<file path="src/logic/lane_rx_map.svh">
`ifndef LANE_RX_MAP_SVH
`define LANE_RX_MAP_SVH

// ****************************************
// register offsets
// ****************************************
`define LRX_ADDR_W      4
`define LRX_OFF_STATUS  4'h0
`define LRX_OFF_MASK    4'h4
`define LRX_OFF_LANEDIS 4'h8
`define LRX_OFF_STATE   4'hc

// ****************************************
// event bits of status and mask
// ****************************************
`define LRX_EV_W        5
`define LRX_EV_SYNC     0
`define LRX_EV_LPDT     1
`define LRX_EV_ULPS     2
`define LRX_EV_TRIG     3
`define LRX_EV_END      4

// ****************************************
// line states as {p, n}
// ****************************************
`define LRX_LP_00       2'h0
`define LRX_LP_01       2'h1
`define LRX_LP_10       2'h2
`define LRX_LP_11       2'h3

// ****************************************
// patterns, first bit received in bit 0
// ****************************************
`define LRX_SYNC_BYTE   8'hb8
`define LRX_SKEW_BYTE   8'hff
`define LRX_CMD_LPDT    8'h87
`define LRX_CMD_ULPS    8'h78
`define LRX_CMD_RESET   8'h46
`define LRX_CMD_UNK3    8'hba
`define LRX_CMD_UNK4    8'h84
`define LRX_CMD_UNK5    8'h05
`define LRX_TRIG_RESET  4'h1
`define LRX_TRIG_UNK3   4'h2
`define LRX_TRIG_UNK4   4'h4
`define LRX_TRIG_UNK5   4'h8
`define LRX_TRIG_NONE   4'h0

// ****************************************
// bit and byte clock counting
// ****************************************
`define LRX_BIT_LAST    3'h7
`define LRX_DIV_HALF    3'h4
`define LRX_BIT_STEP    3'h1

`endif

</file>
<file path="src/logic/lane_rx_pkg.sv">
`default_nettype none

package lane_rx_pkg;

  typedef struct packed {
    logic lp_p;
    logic lp_n;
    logic hs_bit;
  } lane_pin_t;

  typedef struct packed {
    logic [7:0] hs_data;
    logic       hs_valid;
    logic       hs_active;
    logic       hs_sync;
    logic       skewcal;
    logic       esc_clk;
    logic       lpdt;
    logic       ulps;
    logic [3:0] trig;
    logic [7:0] esc_data;
    logic       esc_valid;
  } lane_out_t;

  typedef enum logic [3:0] {
    L_STOP,
    L_HS_RQ,
    L_HS_HUNT,
    L_HS_DATA,
    L_SKEW,
    L_ESC_RQ,
    L_ESC_BR,
    L_ESC_ACK,
    L_ESC_CMD,
    L_LPDT,
    L_ULPS,
    L_TRIG,
    L_WAIT
  } lane_fsm_t;

  typedef struct packed {
    lane_fsm_t  fsm;
    logic [1:0] lp_prev;
    logic [7:0] sr;
    logic [2:0] bits;
    logic [7:0] hold;
    logic       pend;
    logic       sync_pend;
    logic       ones;
  } lane_ctx_t;

endpackage

`default_nettype wire

</file>
<file path="src/logic/lane_rx_port.sv">
// The address-and-strobe port and the address map were decided locally.
`timescale 1ns/1ps
`default_nettype none
`include "lane_rx_map.svh"

// Behaviour
// - byte clock is the received DDR clock divided by four (eight DDR edges); HS outputs follow it
// - byte clock runs only while the clock lane is in high-speed mode
// - HS byte is eight bits, bit 0 received first, updated at byte clock rise
// - no ready input on the HS path; delivery never pauses
// - HS active flag stays high while a burst is being received
// - sync flag pulses one byte clock cycle as active first rises
// - skew flag high during a deskew burst, only in high-rate builds
// - force input re-initializes the lane; release after stop for T_INIT
// - escape clock derived from the two low-power line levels, aperiodic
// - LPDT flag high from entry until stop; bytes shown with escape valid
// - ULPS flag raised on entry, held until stop
// - triggers one-hot: reset 0001, unknown-3 0010, unknown-4 0100, unknown-5 1000
// - trigger bit stays set until stop
// - escape byte eight bits, bit 0 first, moves at escape clock rise
// - escape path has no ready; consumer takes every valid byte
module lane_rx_port #(
  parameter int unsigned NUM_LANES  = 2,
  parameter bit          SKEWCAL_EN = 1'b1
) (
  input  wire logic                                     clk_i,
  input  wire logic                                     nrst_i,
  input  wire logic                                     ce_i,
  input  wire logic                                     hs_clk_i,
  input  wire logic                                     clk_lane_hs_i,
  input  wire lane_rx_pkg::lane_pin_t [NUM_LANES-1:0]   lane_pin_i,
  input  wire logic [NUM_LANES-1:0]                     force_rx_i,
  input  wire logic [`LRX_ADDR_W-1:0]                   addr_i,
  input  wire logic [31:0]                              wdata_i,
  input  wire logic                                     we_i,
  input  wire logic                                     re_i,
  output var  logic [31:0]                              rdata_o,
  output var  logic                                     irq_o,
  output var  logic                                     byte_clk_o,
  output var  lane_rx_pkg::lane_out_t [NUM_LANES-1:0]   lane_o
);

  // ****************************************
  // state
  // ****************************************
  typedef struct packed {
    lane_rx_pkg::lane_pin_t [NUM_LANES-1:0]  pin1;
    lane_rx_pkg::lane_pin_t [NUM_LANES-1:0]  pin2;
    logic [NUM_LANES-1:0]                    force1;
    logic [NUM_LANES-1:0]                    force2;
    logic [NUM_LANES-1:0]                    lane_dis;
    logic [1:0]                              clk1;
    logic [1:0]                              clk2;
    logic                                    clk_prev;
    logic [2:0]                              div;
    logic                                    byte_clk;
    lane_rx_pkg::lane_ctx_t [NUM_LANES-1:0]  ctx;
    lane_rx_pkg::lane_out_t [NUM_LANES-1:0]  outs;
    logic [`LRX_EV_W-1:0]                    status;
    logic [`LRX_EV_W-1:0]                    mask;
    logic                                    irq;
    logic [31:0]                             rdata;
  } state_t;

  state_t st;
  state_t next_st;

  // ****************************************
  // helpers
  // ****************************************
  function automatic logic [7:0] shift_in(input logic [7:0] sr, input logic b);
    shift_in = {b, sr[7:1]};
  endfunction

  function automatic logic [3:0] trig_code(input logic [7:0] cmd);
    case (cmd)
      `LRX_CMD_RESET: trig_code = `LRX_TRIG_RESET;
      `LRX_CMD_UNK3:  trig_code = `LRX_TRIG_UNK3;
      `LRX_CMD_UNK4:  trig_code = `LRX_TRIG_UNK4;
      `LRX_CMD_UNK5:  trig_code = `LRX_TRIG_UNK5;
      default:        trig_code = `LRX_TRIG_NONE;
    endcase
  endfunction

  // ****************************************
  // next state
  // ****************************************
  always_comb
  begin
    lane_rx_pkg::lane_ctx_t  c;
    lane_rx_pkg::lane_out_t  o;
    logic [1:0]              lp;
    logic [7:0]              nsr;
    logic                    ddr_edge;
    logic                    wrap;
    logic                    mark;
    logic [`LRX_EV_W-1:0]    ev;
    logic [`LRX_EV_W-1:0]    clr;
    logic [NUM_LANES-1:0]    act_v;
    logic [NUM_LANES-1:0]    ulps_v;
    c        = '0;
    o        = '0;
    lp       = `LRX_LP_11;
    nsr      = '0;
    ddr_edge = 1'b0;
    wrap     = 1'b0;
    mark     = 1'b0;
    ev       = '0;
    clr      = '0;
    act_v    = '0;
    ulps_v   = '0;
    next_st  = st;

    // pin synchronisers
    next_st.pin1   = lane_pin_i;
    next_st.pin2   = st.pin1;
    next_st.force1 = force_rx_i;
    next_st.force2 = st.force1;
    next_st.clk1   = {clk_lane_hs_i, hs_clk_i};
    next_st.clk2   = st.clk1;
    next_st.clk_prev = st.clk2[0];

    // byte clock only advances on DDR edges in HS mode
    ddr_edge = st.clk2[1] && (st.clk2[0] != st.clk_prev);
    wrap     = ddr_edge && (st.div == `LRX_BIT_LAST);
    if (ddr_edge)
    begin
      next_st.div      = st.div + `LRX_BIT_STEP;
      next_st.byte_clk = (next_st.div < `LRX_DIV_HALF);
    end

    for (int i = 0; i < NUM_LANES; i++)
    begin
      c  = st.ctx[i];
      o  = st.outs[i];
      lp = {st.pin2[i].lp_p, st.pin2[i].lp_n};
      o.esc_clk = lp[1] ^ lp[0];

      // present at byte clock rise, one byte clock per item
      if (wrap)
      begin
        o.hs_data   = c.hold;
        o.hs_valid  = c.pend;
        o.hs_sync   = c.sync_pend;
        o.hs_active = (c.fsm == lane_rx_pkg::L_HS_DATA);
        c.pend      = 1'b0;
        c.sync_pend = 1'b0;
      end

      mark = (c.lp_prev == `LRX_LP_00) && ((lp == `LRX_LP_10) || (lp == `LRX_LP_01));

      case (c.fsm)
        lane_rx_pkg::L_STOP:
        begin
          if (lp == `LRX_LP_01)
            c.fsm = lane_rx_pkg::L_HS_RQ;
          else if (lp == `LRX_LP_10)
            c.fsm = lane_rx_pkg::L_ESC_RQ;
        end
        lane_rx_pkg::L_HS_RQ:
        begin
          if (lp == `LRX_LP_00)
          begin
            c.fsm  = lane_rx_pkg::L_HS_HUNT;
            c.sr   = '0;
            c.ones = 1'b0;
          end
          else if (lp == `LRX_LP_10)
            c.fsm = lane_rx_pkg::L_WAIT;
        end
        lane_rx_pkg::L_HS_HUNT:
        begin
          if (ddr_edge)
          begin
            nsr  = shift_in(c.sr, st.pin2[i].hs_bit);
            c.sr = nsr;
            if (nsr == `LRX_SYNC_BYTE)
            begin
              c.fsm       = lane_rx_pkg::L_HS_DATA;
              c.bits      = '0;
              c.sync_pend = 1'b1;
              ev[`LRX_EV_SYNC] = 1'b1;
            end
            else if (SKEWCAL_EN && (nsr == `LRX_SKEW_BYTE))
            begin
              c.sr = '0;
              if (c.ones)
              begin
                c.fsm     = lane_rx_pkg::L_SKEW;
                o.skewcal = 1'b1;
              end
              c.ones = 1'b1;
            end
            // a zero bit breaks a run of ones
            else if (!st.pin2[i].hs_bit)
              c.ones = 1'b0;
          end
        end
        lane_rx_pkg::L_HS_DATA:
        begin
          if (ddr_edge)
          begin
            nsr    = shift_in(c.sr, st.pin2[i].hs_bit);
            c.sr   = nsr;
            c.bits = c.bits + `LRX_BIT_STEP;
            if (c.bits == '0)
            begin
              c.hold = nsr;
              c.pend = 1'b1;
            end
          end
        end
        lane_rx_pkg::L_ESC_RQ:
        begin
          if (lp == `LRX_LP_00)
            c.fsm = lane_rx_pkg::L_ESC_BR;
          else if (lp == `LRX_LP_01)
            c.fsm = lane_rx_pkg::L_WAIT;
        end
        lane_rx_pkg::L_ESC_BR:
        begin
          if (lp == `LRX_LP_01)
            c.fsm = lane_rx_pkg::L_ESC_ACK;
          else if (lp == `LRX_LP_10)
            c.fsm = lane_rx_pkg::L_WAIT;
        end
        lane_rx_pkg::L_ESC_ACK:
        begin
          if (lp == `LRX_LP_00)
          begin
            c.fsm  = lane_rx_pkg::L_ESC_CMD;
            c.bits = '0;
            c.sr   = '0;
          end
          else if (lp == `LRX_LP_10)
            c.fsm = lane_rx_pkg::L_WAIT;
        end
        lane_rx_pkg::L_ESC_CMD:
        begin
          if (mark)
          begin
            nsr    = shift_in(c.sr, lp[1]);
            c.sr   = nsr;
            c.bits = c.bits + `LRX_BIT_STEP;
            if (c.bits == '0)
            begin
              if (nsr == `LRX_CMD_LPDT)
              begin
                c.fsm  = lane_rx_pkg::L_LPDT;
                o.lpdt = 1'b1;
              end
              else if (nsr == `LRX_CMD_ULPS)
              begin
                c.fsm  = lane_rx_pkg::L_ULPS;
                o.ulps = 1'b1;
                ev[`LRX_EV_ULPS] = 1'b1;
              end
              else if (trig_code(nsr) != `LRX_TRIG_NONE)
              begin
                c.fsm  = lane_rx_pkg::L_TRIG;
                o.trig = trig_code(nsr);
                ev[`LRX_EV_TRIG] = 1'b1;
              end
              else
                c.fsm = lane_rx_pkg::L_WAIT;
            end
          end
        end
        lane_rx_pkg::L_LPDT:
        begin
          if (mark)
          begin
            nsr         = shift_in(c.sr, lp[1]);
            c.sr        = nsr;
            c.bits      = c.bits + `LRX_BIT_STEP;
            o.esc_valid = 1'b0;
            if (c.bits == '0)
            begin
              o.esc_data  = nsr;
              o.esc_valid = 1'b1;
              ev[`LRX_EV_LPDT] = 1'b1;
            end
          end
        end
        lane_rx_pkg::L_SKEW,
        lane_rx_pkg::L_ULPS,
        lane_rx_pkg::L_TRIG,
        lane_rx_pkg::L_WAIT:
        begin
          c.fsm = c.fsm;
        end
        default:
          c.fsm = lane_rx_pkg::L_STOP;
      endcase

      // stop state ends every mode and drops held flags
      if ((lp == `LRX_LP_11) && (c.fsm != lane_rx_pkg::L_STOP))
      begin
        if (c.fsm == lane_rx_pkg::L_HS_DATA)
          ev[`LRX_EV_END] = 1'b1;
        c.fsm       = lane_rx_pkg::L_STOP;
        c.pend      = 1'b0;
        c.sync_pend = 1'b0;
        o.hs_valid  = 1'b0;
        o.hs_active = 1'b0;
        o.hs_sync   = 1'b0;
        o.skewcal   = 1'b0;
        o.lpdt      = 1'b0;
        o.ulps      = 1'b0;
        o.trig      = `LRX_TRIG_NONE;
        o.esc_valid = 1'b0;
      end

      // forced or disabled lane held in its reset state
      if (st.force2[i] || st.lane_dis[i])
      begin
        c = '0;
        o = '0;
      end

      c.lp_prev         = lp;
      next_st.ctx[i]    = c;
      next_st.outs[i]   = o;
      act_v[i]          = st.outs[i].hs_active;
      ulps_v[i]         = st.outs[i].ulps;
    end

    // ****************************************
    // register port
    // ****************************************
    if (we_i && (addr_i == `LRX_OFF_STATUS))
      clr = wdata_i[`LRX_EV_W-1:0];
    next_st.status = (st.status & ~clr) | ev;
    if (we_i && (addr_i == `LRX_OFF_MASK))
      next_st.mask = wdata_i[`LRX_EV_W-1:0];
    if (we_i && (addr_i == `LRX_OFF_LANEDIS))
      next_st.lane_dis = wdata_i[NUM_LANES-1:0];
    next_st.irq = |(next_st.status & next_st.mask);

    next_st.rdata = '0;
    if (re_i)
    begin
      case (addr_i)
        `LRX_OFF_STATUS:  next_st.rdata = 32'(st.status);
        `LRX_OFF_MASK:    next_st.rdata = 32'(st.mask);
        `LRX_OFF_LANEDIS: next_st.rdata = 32'(st.lane_dis);
        `LRX_OFF_STATE:   next_st.rdata = {16'(ulps_v), 16'(act_v)};
        default:          next_st.rdata = '0;
      endcase
    end
  end

  // ****************************************
  // registers
  // ****************************************
  always_ff @(posedge clk_i or negedge nrst_i)
  begin
    if (!nrst_i)
      st <= '0;
    else if (ce_i)
      st <= next_st;
  end

  assign rdata_o    = st.rdata;
  assign irq_o      = st.irq;
  assign byte_clk_o = st.byte_clk;
  assign lane_o     = st.outs;

endmodule

`default_nettype wire

</file>
<file path="config.mk">
export PLATFORM = sky130hd
export DESIGN_NAME = lane_rx_port
export DESIGN_NICKNAME = d
export VERILOG_FILES = /design/src/logic/lane_rx_pkg.sv /design/src/logic/lane_rx_port.sv
export VERILOG_INCLUDE_DIRS = /design/src /design/src/logic
export SDC_FILE = /design/constraint.sdc
export NUM_CORES = 1
export LEC_CHECK = 0
export BUFFER_PORTS_ARGS = -buffer_cell sky130_fd_sc_hd__buf_2
export CAP_MARGIN = 40
export CORE_ASPECT_RATIO = 1.25
export CORE_MARGIN = 2
export CORE_UTILIZATION = 40
export CTS_CLUSTER_SIZE = 30
export DETAILED_ROUTE_END_ITERATION = 6
export GPL_TIMING_DRIVEN = 0
export PLACE_DENSITY = 0.66
export SLEW_MARGIN = 20
export SYNTH_ARGS = -nofsm -noshare
export SYNTH_HDL_FRONTEND = slang
export SYNTH_SLANG_ARGS = --single-unit
</file>
<file path="constraint.sdc">
create_clock -name clk_i -period 4.1 [get_ports clk_i]
set_input_delay 0.41 -clock clk_i [delete_from_list [all_inputs] [get_ports clk_i]]
set_output_delay 0.41 -clock clk_i [all_outputs]
set_load 0.05 [all_outputs]
</file>
# Yosys cells after proc, flatten, opt, wreduce, memory -nomap -nowiden
# Index checks and enable logic that the tools add are counted.
totals:
  register_bits: 182
  latch_bits: 0
  ramBits: 0
  mem_bits_ro: 0
  in_bits: 51
  n_memories: 0
classes:
  n_addsub: 3
  n_mul: 0
  n_div: 0
  n_lt_le_gt_ge: 1
  eq_ne: 75
  shift: 0
  mux: 172
  bitwise: 6
  n_reduce_logical: 99
ops:
  columns: ["cell", "count"]
  rows:
  - ["$mux 4", 50]
  - ["$mux 28", 4]
  - ["$mux 9", 10]
  - ["$mux 11", 8]
  - ["$eq 8x8->1 const B", 10]
  - ["$pmux 8 s5", 2]
  - ["$reduce_bool 3->1", 26]
  - ["$pmux 18 s4", 1]
  - ["$pmux 4 s8", 2]
  - ["$mux 1", 50]
  - ["$eq 4x4->1 const B", 12]
  - ["$mux 6", 8]
  - ["$mux 8", 6]
  - ["$reduce_and 7->1", 6]
  - ["$mux 20", 2]
  - ["$eq 4x3->1 const B", 9]
  - ["$reduce_and 6->1", 6]
  - ["$eq 8x7->1 const B", 4]
  - ["$pmux 4 s4", 2]
  - ["$ne 3x3->1 const B", 10]
  - ["$mux 2", 14]
  - ["$eq 4x2->1 const B", 6]
  - ["$ne 3x1->1 const B", 8]
  - ["$pmux 3 s4", 2]
  - ["34 further kinds", 98]

# Logic depth before layout (Yosys ltp)
logic_depth:
  depth_word: 23
  ltp_mapped: 11

# Least setup slack after synthesis
# No wires, ideal clock.
synth_path:
  path_type: "register -> register"
  start: "register st (netlist bit next_st[122])"
  end: "register st[114] in the netlist's numbering"
  setup_ns: 0.068
  t_arrival_ns: 2.794
  required_time_ns: 4.032
  slack_ns: 1.237
  stages_incl_launch_ff: 12
  n_path_buf: 2
  period_less_slack_ns: 2.863
  path_cell_list: "dfrtp_1 -> clkbuf_1 -> inv_1 -> ha_1 -> nor3b_1 -> nor2_1 -> a311oi_1 -> o21ai_0 -> a31o_2 -> clkbuf_1 -> a2111oi_0 -> a22o_1"
synth_between:
  elab_chain_len: 5
  elab_cells_between_ends: 9
  classes_between: "eq/ne (5); reduce/logical (4)"
synth_rtl:
  columns: ["item", "line", "rtl"]
  rows:
  - ["start, declared", "lane_rx_port.sv:65", "state_t st;"]
  - ["start signal, assigned", "lane_rx_port.sv:361", "st <= next_st;"]
  - ["$eq 2x2->1 (no source line) or $eq 2x1->1 (tied branches)", null, null]
  - ["$logic_or 1x1->1", "lane_rx_port.sv:150", "mark = (c.lp_prev == `LRX_LP_00) && ((lp == `LRX_LP_10) || (lp == `LRX_LP_01));"]
  - ["$logic_and 1x1->1", "lane_rx_port.sv:150", null]
  - ["$ne 3x1->1 (no source line)", null, null]
  - ["$reduce_and 7->1 (no source line) (*)", null, null]
# Mark *: on every way between the ends. The rest lies on a longest branch, timed or not.
# A chain may end at the register's enable or synchronous reset.

# Final worst setup path
layout_path:
  start: "register st (netlist bit next_st[122])"
  end: "register st[117] in the netlist's numbering"
# The elaborated chain is that of the path after synthesis.

==> results.py <==
metrics = {
    "worst_setup_path": {
        "r2r_slack_ns": 0.25,
        "worst-setup-path-type": "reg2reg",
        "r2r_start": "next_st[122]",
        "setup.worst_path.start_class": "flip-flop",
        "critPathMaxFanout": 10,
        "worstSetupEndpointType": "flip-flop",
        "critical_path_arrival_ns": 4.22,
        "cp-startpoint": "next_st[122]",
        "crit_required_ns": 4.47,
    },
    "timing": {
        "fin_crit_ns": 3.85,
        "rsz0062_at_grt": "yes",
        "slew_headroom_pct": 34.4,
        "final_max_slew_viol_count": 0,
        "fin_ws_ns": 0.246,
        "period_share_pct": 94.0,
        "setup_tns_ns": 0,
        "fmax_mhz": 259,
        "worst_pin_slew_ns": 0.971,
        "final.setup_skew_ns": 0.00968,
        "hold_viol": 0,
        "setup_viol": 0,
    },
    "final_layout": {
        "fillers": 2090,
        "syn2layout_area_growth_pct": 17.1,
        "drive_gt1_share_pct": 24.5,
        "final_util_pct": 48.0,
        "fin_nets": 1152,
    },
    "synth": {
        "synthesis.instances": 954,
        "ys.flop_type": "dfrtp_1",
        "synth_cell_types": 71,
        "synth_edf_count": 0,
        "syn_area_mm2": 0.00886,
        "synth_most_common_cell": "dfrtp_1",
        "synth_seq_cells": 155,
        "async_flop_share_pct": 100,
        "synth_area_leaders": "dfrtp_1, buf_4, mux2_2",
        "synth_top_area_cell": "dfrtp_1",
        "postSynthAreaPerCell_um2": 9.29,
        "synth_top_cell_area_share_pct": 43.8,
        "ys_warn_count": 0,
        "synth_common_cells": "dfrtp_1, nand2_1, buf_4, o21ai_0, nor2_1",
        "synth_seq_area_share_pct": 43.8,
    },
    "cts": {
        "cts_buffer_depth": 2,
        "cts-root-buf": "clkbuf_16",
        "cts_buffers": 17,
        "clock_latency_ns": 0.43,
        "clock_sinks": 155,
        "cts_tree": "built",
        "clk_pin_slew_worst_paths_ns": 0.07,
        "cts_max_level": 4,
    },
    "pwr": {
        "p_seq_share_pct": 38.6,
        "leakage_nw": 4.85,
        "p_switching_mw": 1.64,
        "combinationalPowerShare_pct": 27.1,
        "intPower_mw": 2.90,
        "p_clk_share_pct": 34.4,
        "finalPower_mw": 4.54,
        "p_sw_share_pct": 36.1,
        "powerDensity_mw_per_mm2": 437,
        "peakVddDrop_v": 0.000305,
    },
    "global_routing": {
        "grt_pass1_wl_mm": 40.7,
        "grt_max_degree": 99,
        "grt_overflow": 0,
        "grt_pass1_vias": 7289,
        "grt_antenna_before_repair": 0,
        "grt_usage_pct": 22.8,
    },
    "floorplanning": {
        "ios": 141,
        "start_util_pct": 41.0,
        "die_w_um": 137,
        "core_mm2": 0.0216,
        "dieArea_mm2": 0.0234,
        "rows": 60,
        "die_h_um": 170,
    },
    "placement": {
        "hpwl_mm": 19.4,
        "pre_cts_slack_ns": 0.0105,
        "io_buffers": 88,
        "gp_congestion": 0.954,
    },
    "drt": {
        "wl_met3_mm": 1.40,
        "wl_met2_mm": 13.4,
        "via_per_inst": 5.58,
        "drtPass1Iterations": 5,
        "wl_per_cell_um": 19.0,
        "drtIter0Drc": 524,
        "top_layer": "met4",
        "wl_mm": 26.2,
        "drt-met1-wl_mm": 10.7,
        "detail-route-antenna-nets": 0,
        "vias": 7693,
        "drc": 0,
    },
    "run": {
        "maxCapViolCount": 0,
    },
    "hold_path": {
        "worstHoldPathType": "in2reg",
        "hp-start": "lane_pin_i[3]",
    },
    "run_status": {
        "outcome": "finished, final reports clean",
    },
}
worst max-delay path: stages (launching register included):
cell	delay, ns
dfrtp_1	0.55
clkbuf_1	0.50
inv_1	0.31
ha_1	0.39
nor3b_1	0.40
nor2_1	0.10
a311oi_1	0.24
o21ai_0	0.15
a31o_2	0.25
clkbuf_1	0.22
nor4_1	0.48
a22o_2	0.21
state kept, by name (all words and copies together) (netlist names):
| signal | count |
|---|---|
| byte_clk_o | 1 |
| irq_o | 1 |
| lane_o | 56 |
| next_st | 15 |
| rdata_o | 7 |
| st | 75 |
power by group through the flow:
stage / clock network [mW] / registers [mW] / logic (mW)
final: 1.56 / 1.75 / 1.23
after global routing: 1.65 / 1.76 / 1.33
after CTS: 1.59 / 1.75 / 1.21
after detailed placement: 0 / 1.78 / 1.20
after global placement: 0 / 1.77 / 1.20
after floorplan: 0 / 1.76 / 0.838
cell families after synthesis:
kind of cell             count (synthesis)  synth area share (%)
AO/OA/AOI/OAI                          232                  17.8
XOR/XNOR                                 3                 0.296
adder cells (fa/ha/maj)                 14                  1.98
buffers and inverters                  178                  11.3
flip-flops                             155                  43.8
multiplexers                            46                  5.97
other                                    1                0.0423
AND/OR/NAND/NOR                        325                  18.9
metrics by stage:
stage,area (µm²),std cells,hold slack (ns)
finish,10400,1379,0.207
global route,10400,1378,0.200
CTS,10400,1378,0.194
detailed placement,9780,1346,0.368
global placement,9740,1345,0.452
floorplan,8950,978,0.114
routing by layer:
| layer | up-vias | global-route usage, % |
|---|---|---|
| met1 | 3733 | 28.2 |
| met4 | 0 | 8.07 |
| met5 | - | 0 |
| li1 | 3609 | - |
| met2 | 302 | 40.2 |
| met3 | 49 | 3.37 |
layout make-up:
| type | count | area (µm²) | area share (%) |
|---|---|---|---|
| plain buffers | 143 | 873 | 8.42 |
| inverters | 35 | 131 | 1.27 |
| multi-input cells | 645 | 4080 | 39.3 |
| repair buffers | 90 | 488 | 4.70 |
| clock inverters | 12 | 129 | 1.24 |
| flip-flops and latches | 155 | 3880 | 37.4 |
| clock buffers | 19 | 443 | 4.27 |
| well taps | 279 | 349 | 3.36 |
| diodes | 1 | 2.50 | 0.0241 |
worst paths after layout:
path | to | cells after the start
max | st[117] | 11
min | next_st[173] | 2
max reg2reg | st[117] | 11
min reg2reg | st[105] | 2
max in group asynchronous | st[158] | 3
min in group asynchronous | st[103] | 2
placed cells by master (no fill, tap or decap), types with 25 or more instances in the layout:
| master | count |
|---|---|
| dfrtp_1 | 155 |
| nand2_1 | 98 |
| buf_2 | 91 |
| buf_4 | 88 |
| o21ai_0 | 65 |
| nor2_1 | 54 |
| nand3_1 | 48 |
| clkbuf_1 | 45 |
| inv_1 | 35 |
| mux2_2 | 35 |
| a21oi_1 | 29 |
| a22o_1 | 27 |
| conb_1 | 25 |
timing repair:
item                                   CTS  global route
gates resized for setup                  1             4
endpoints found under the hold margin   57             0
setup buffers                            0             0
setup endpoints to repair                1            11
hold buffers                             1             0
No activity file was read; power rests on OpenSTA's default activity.
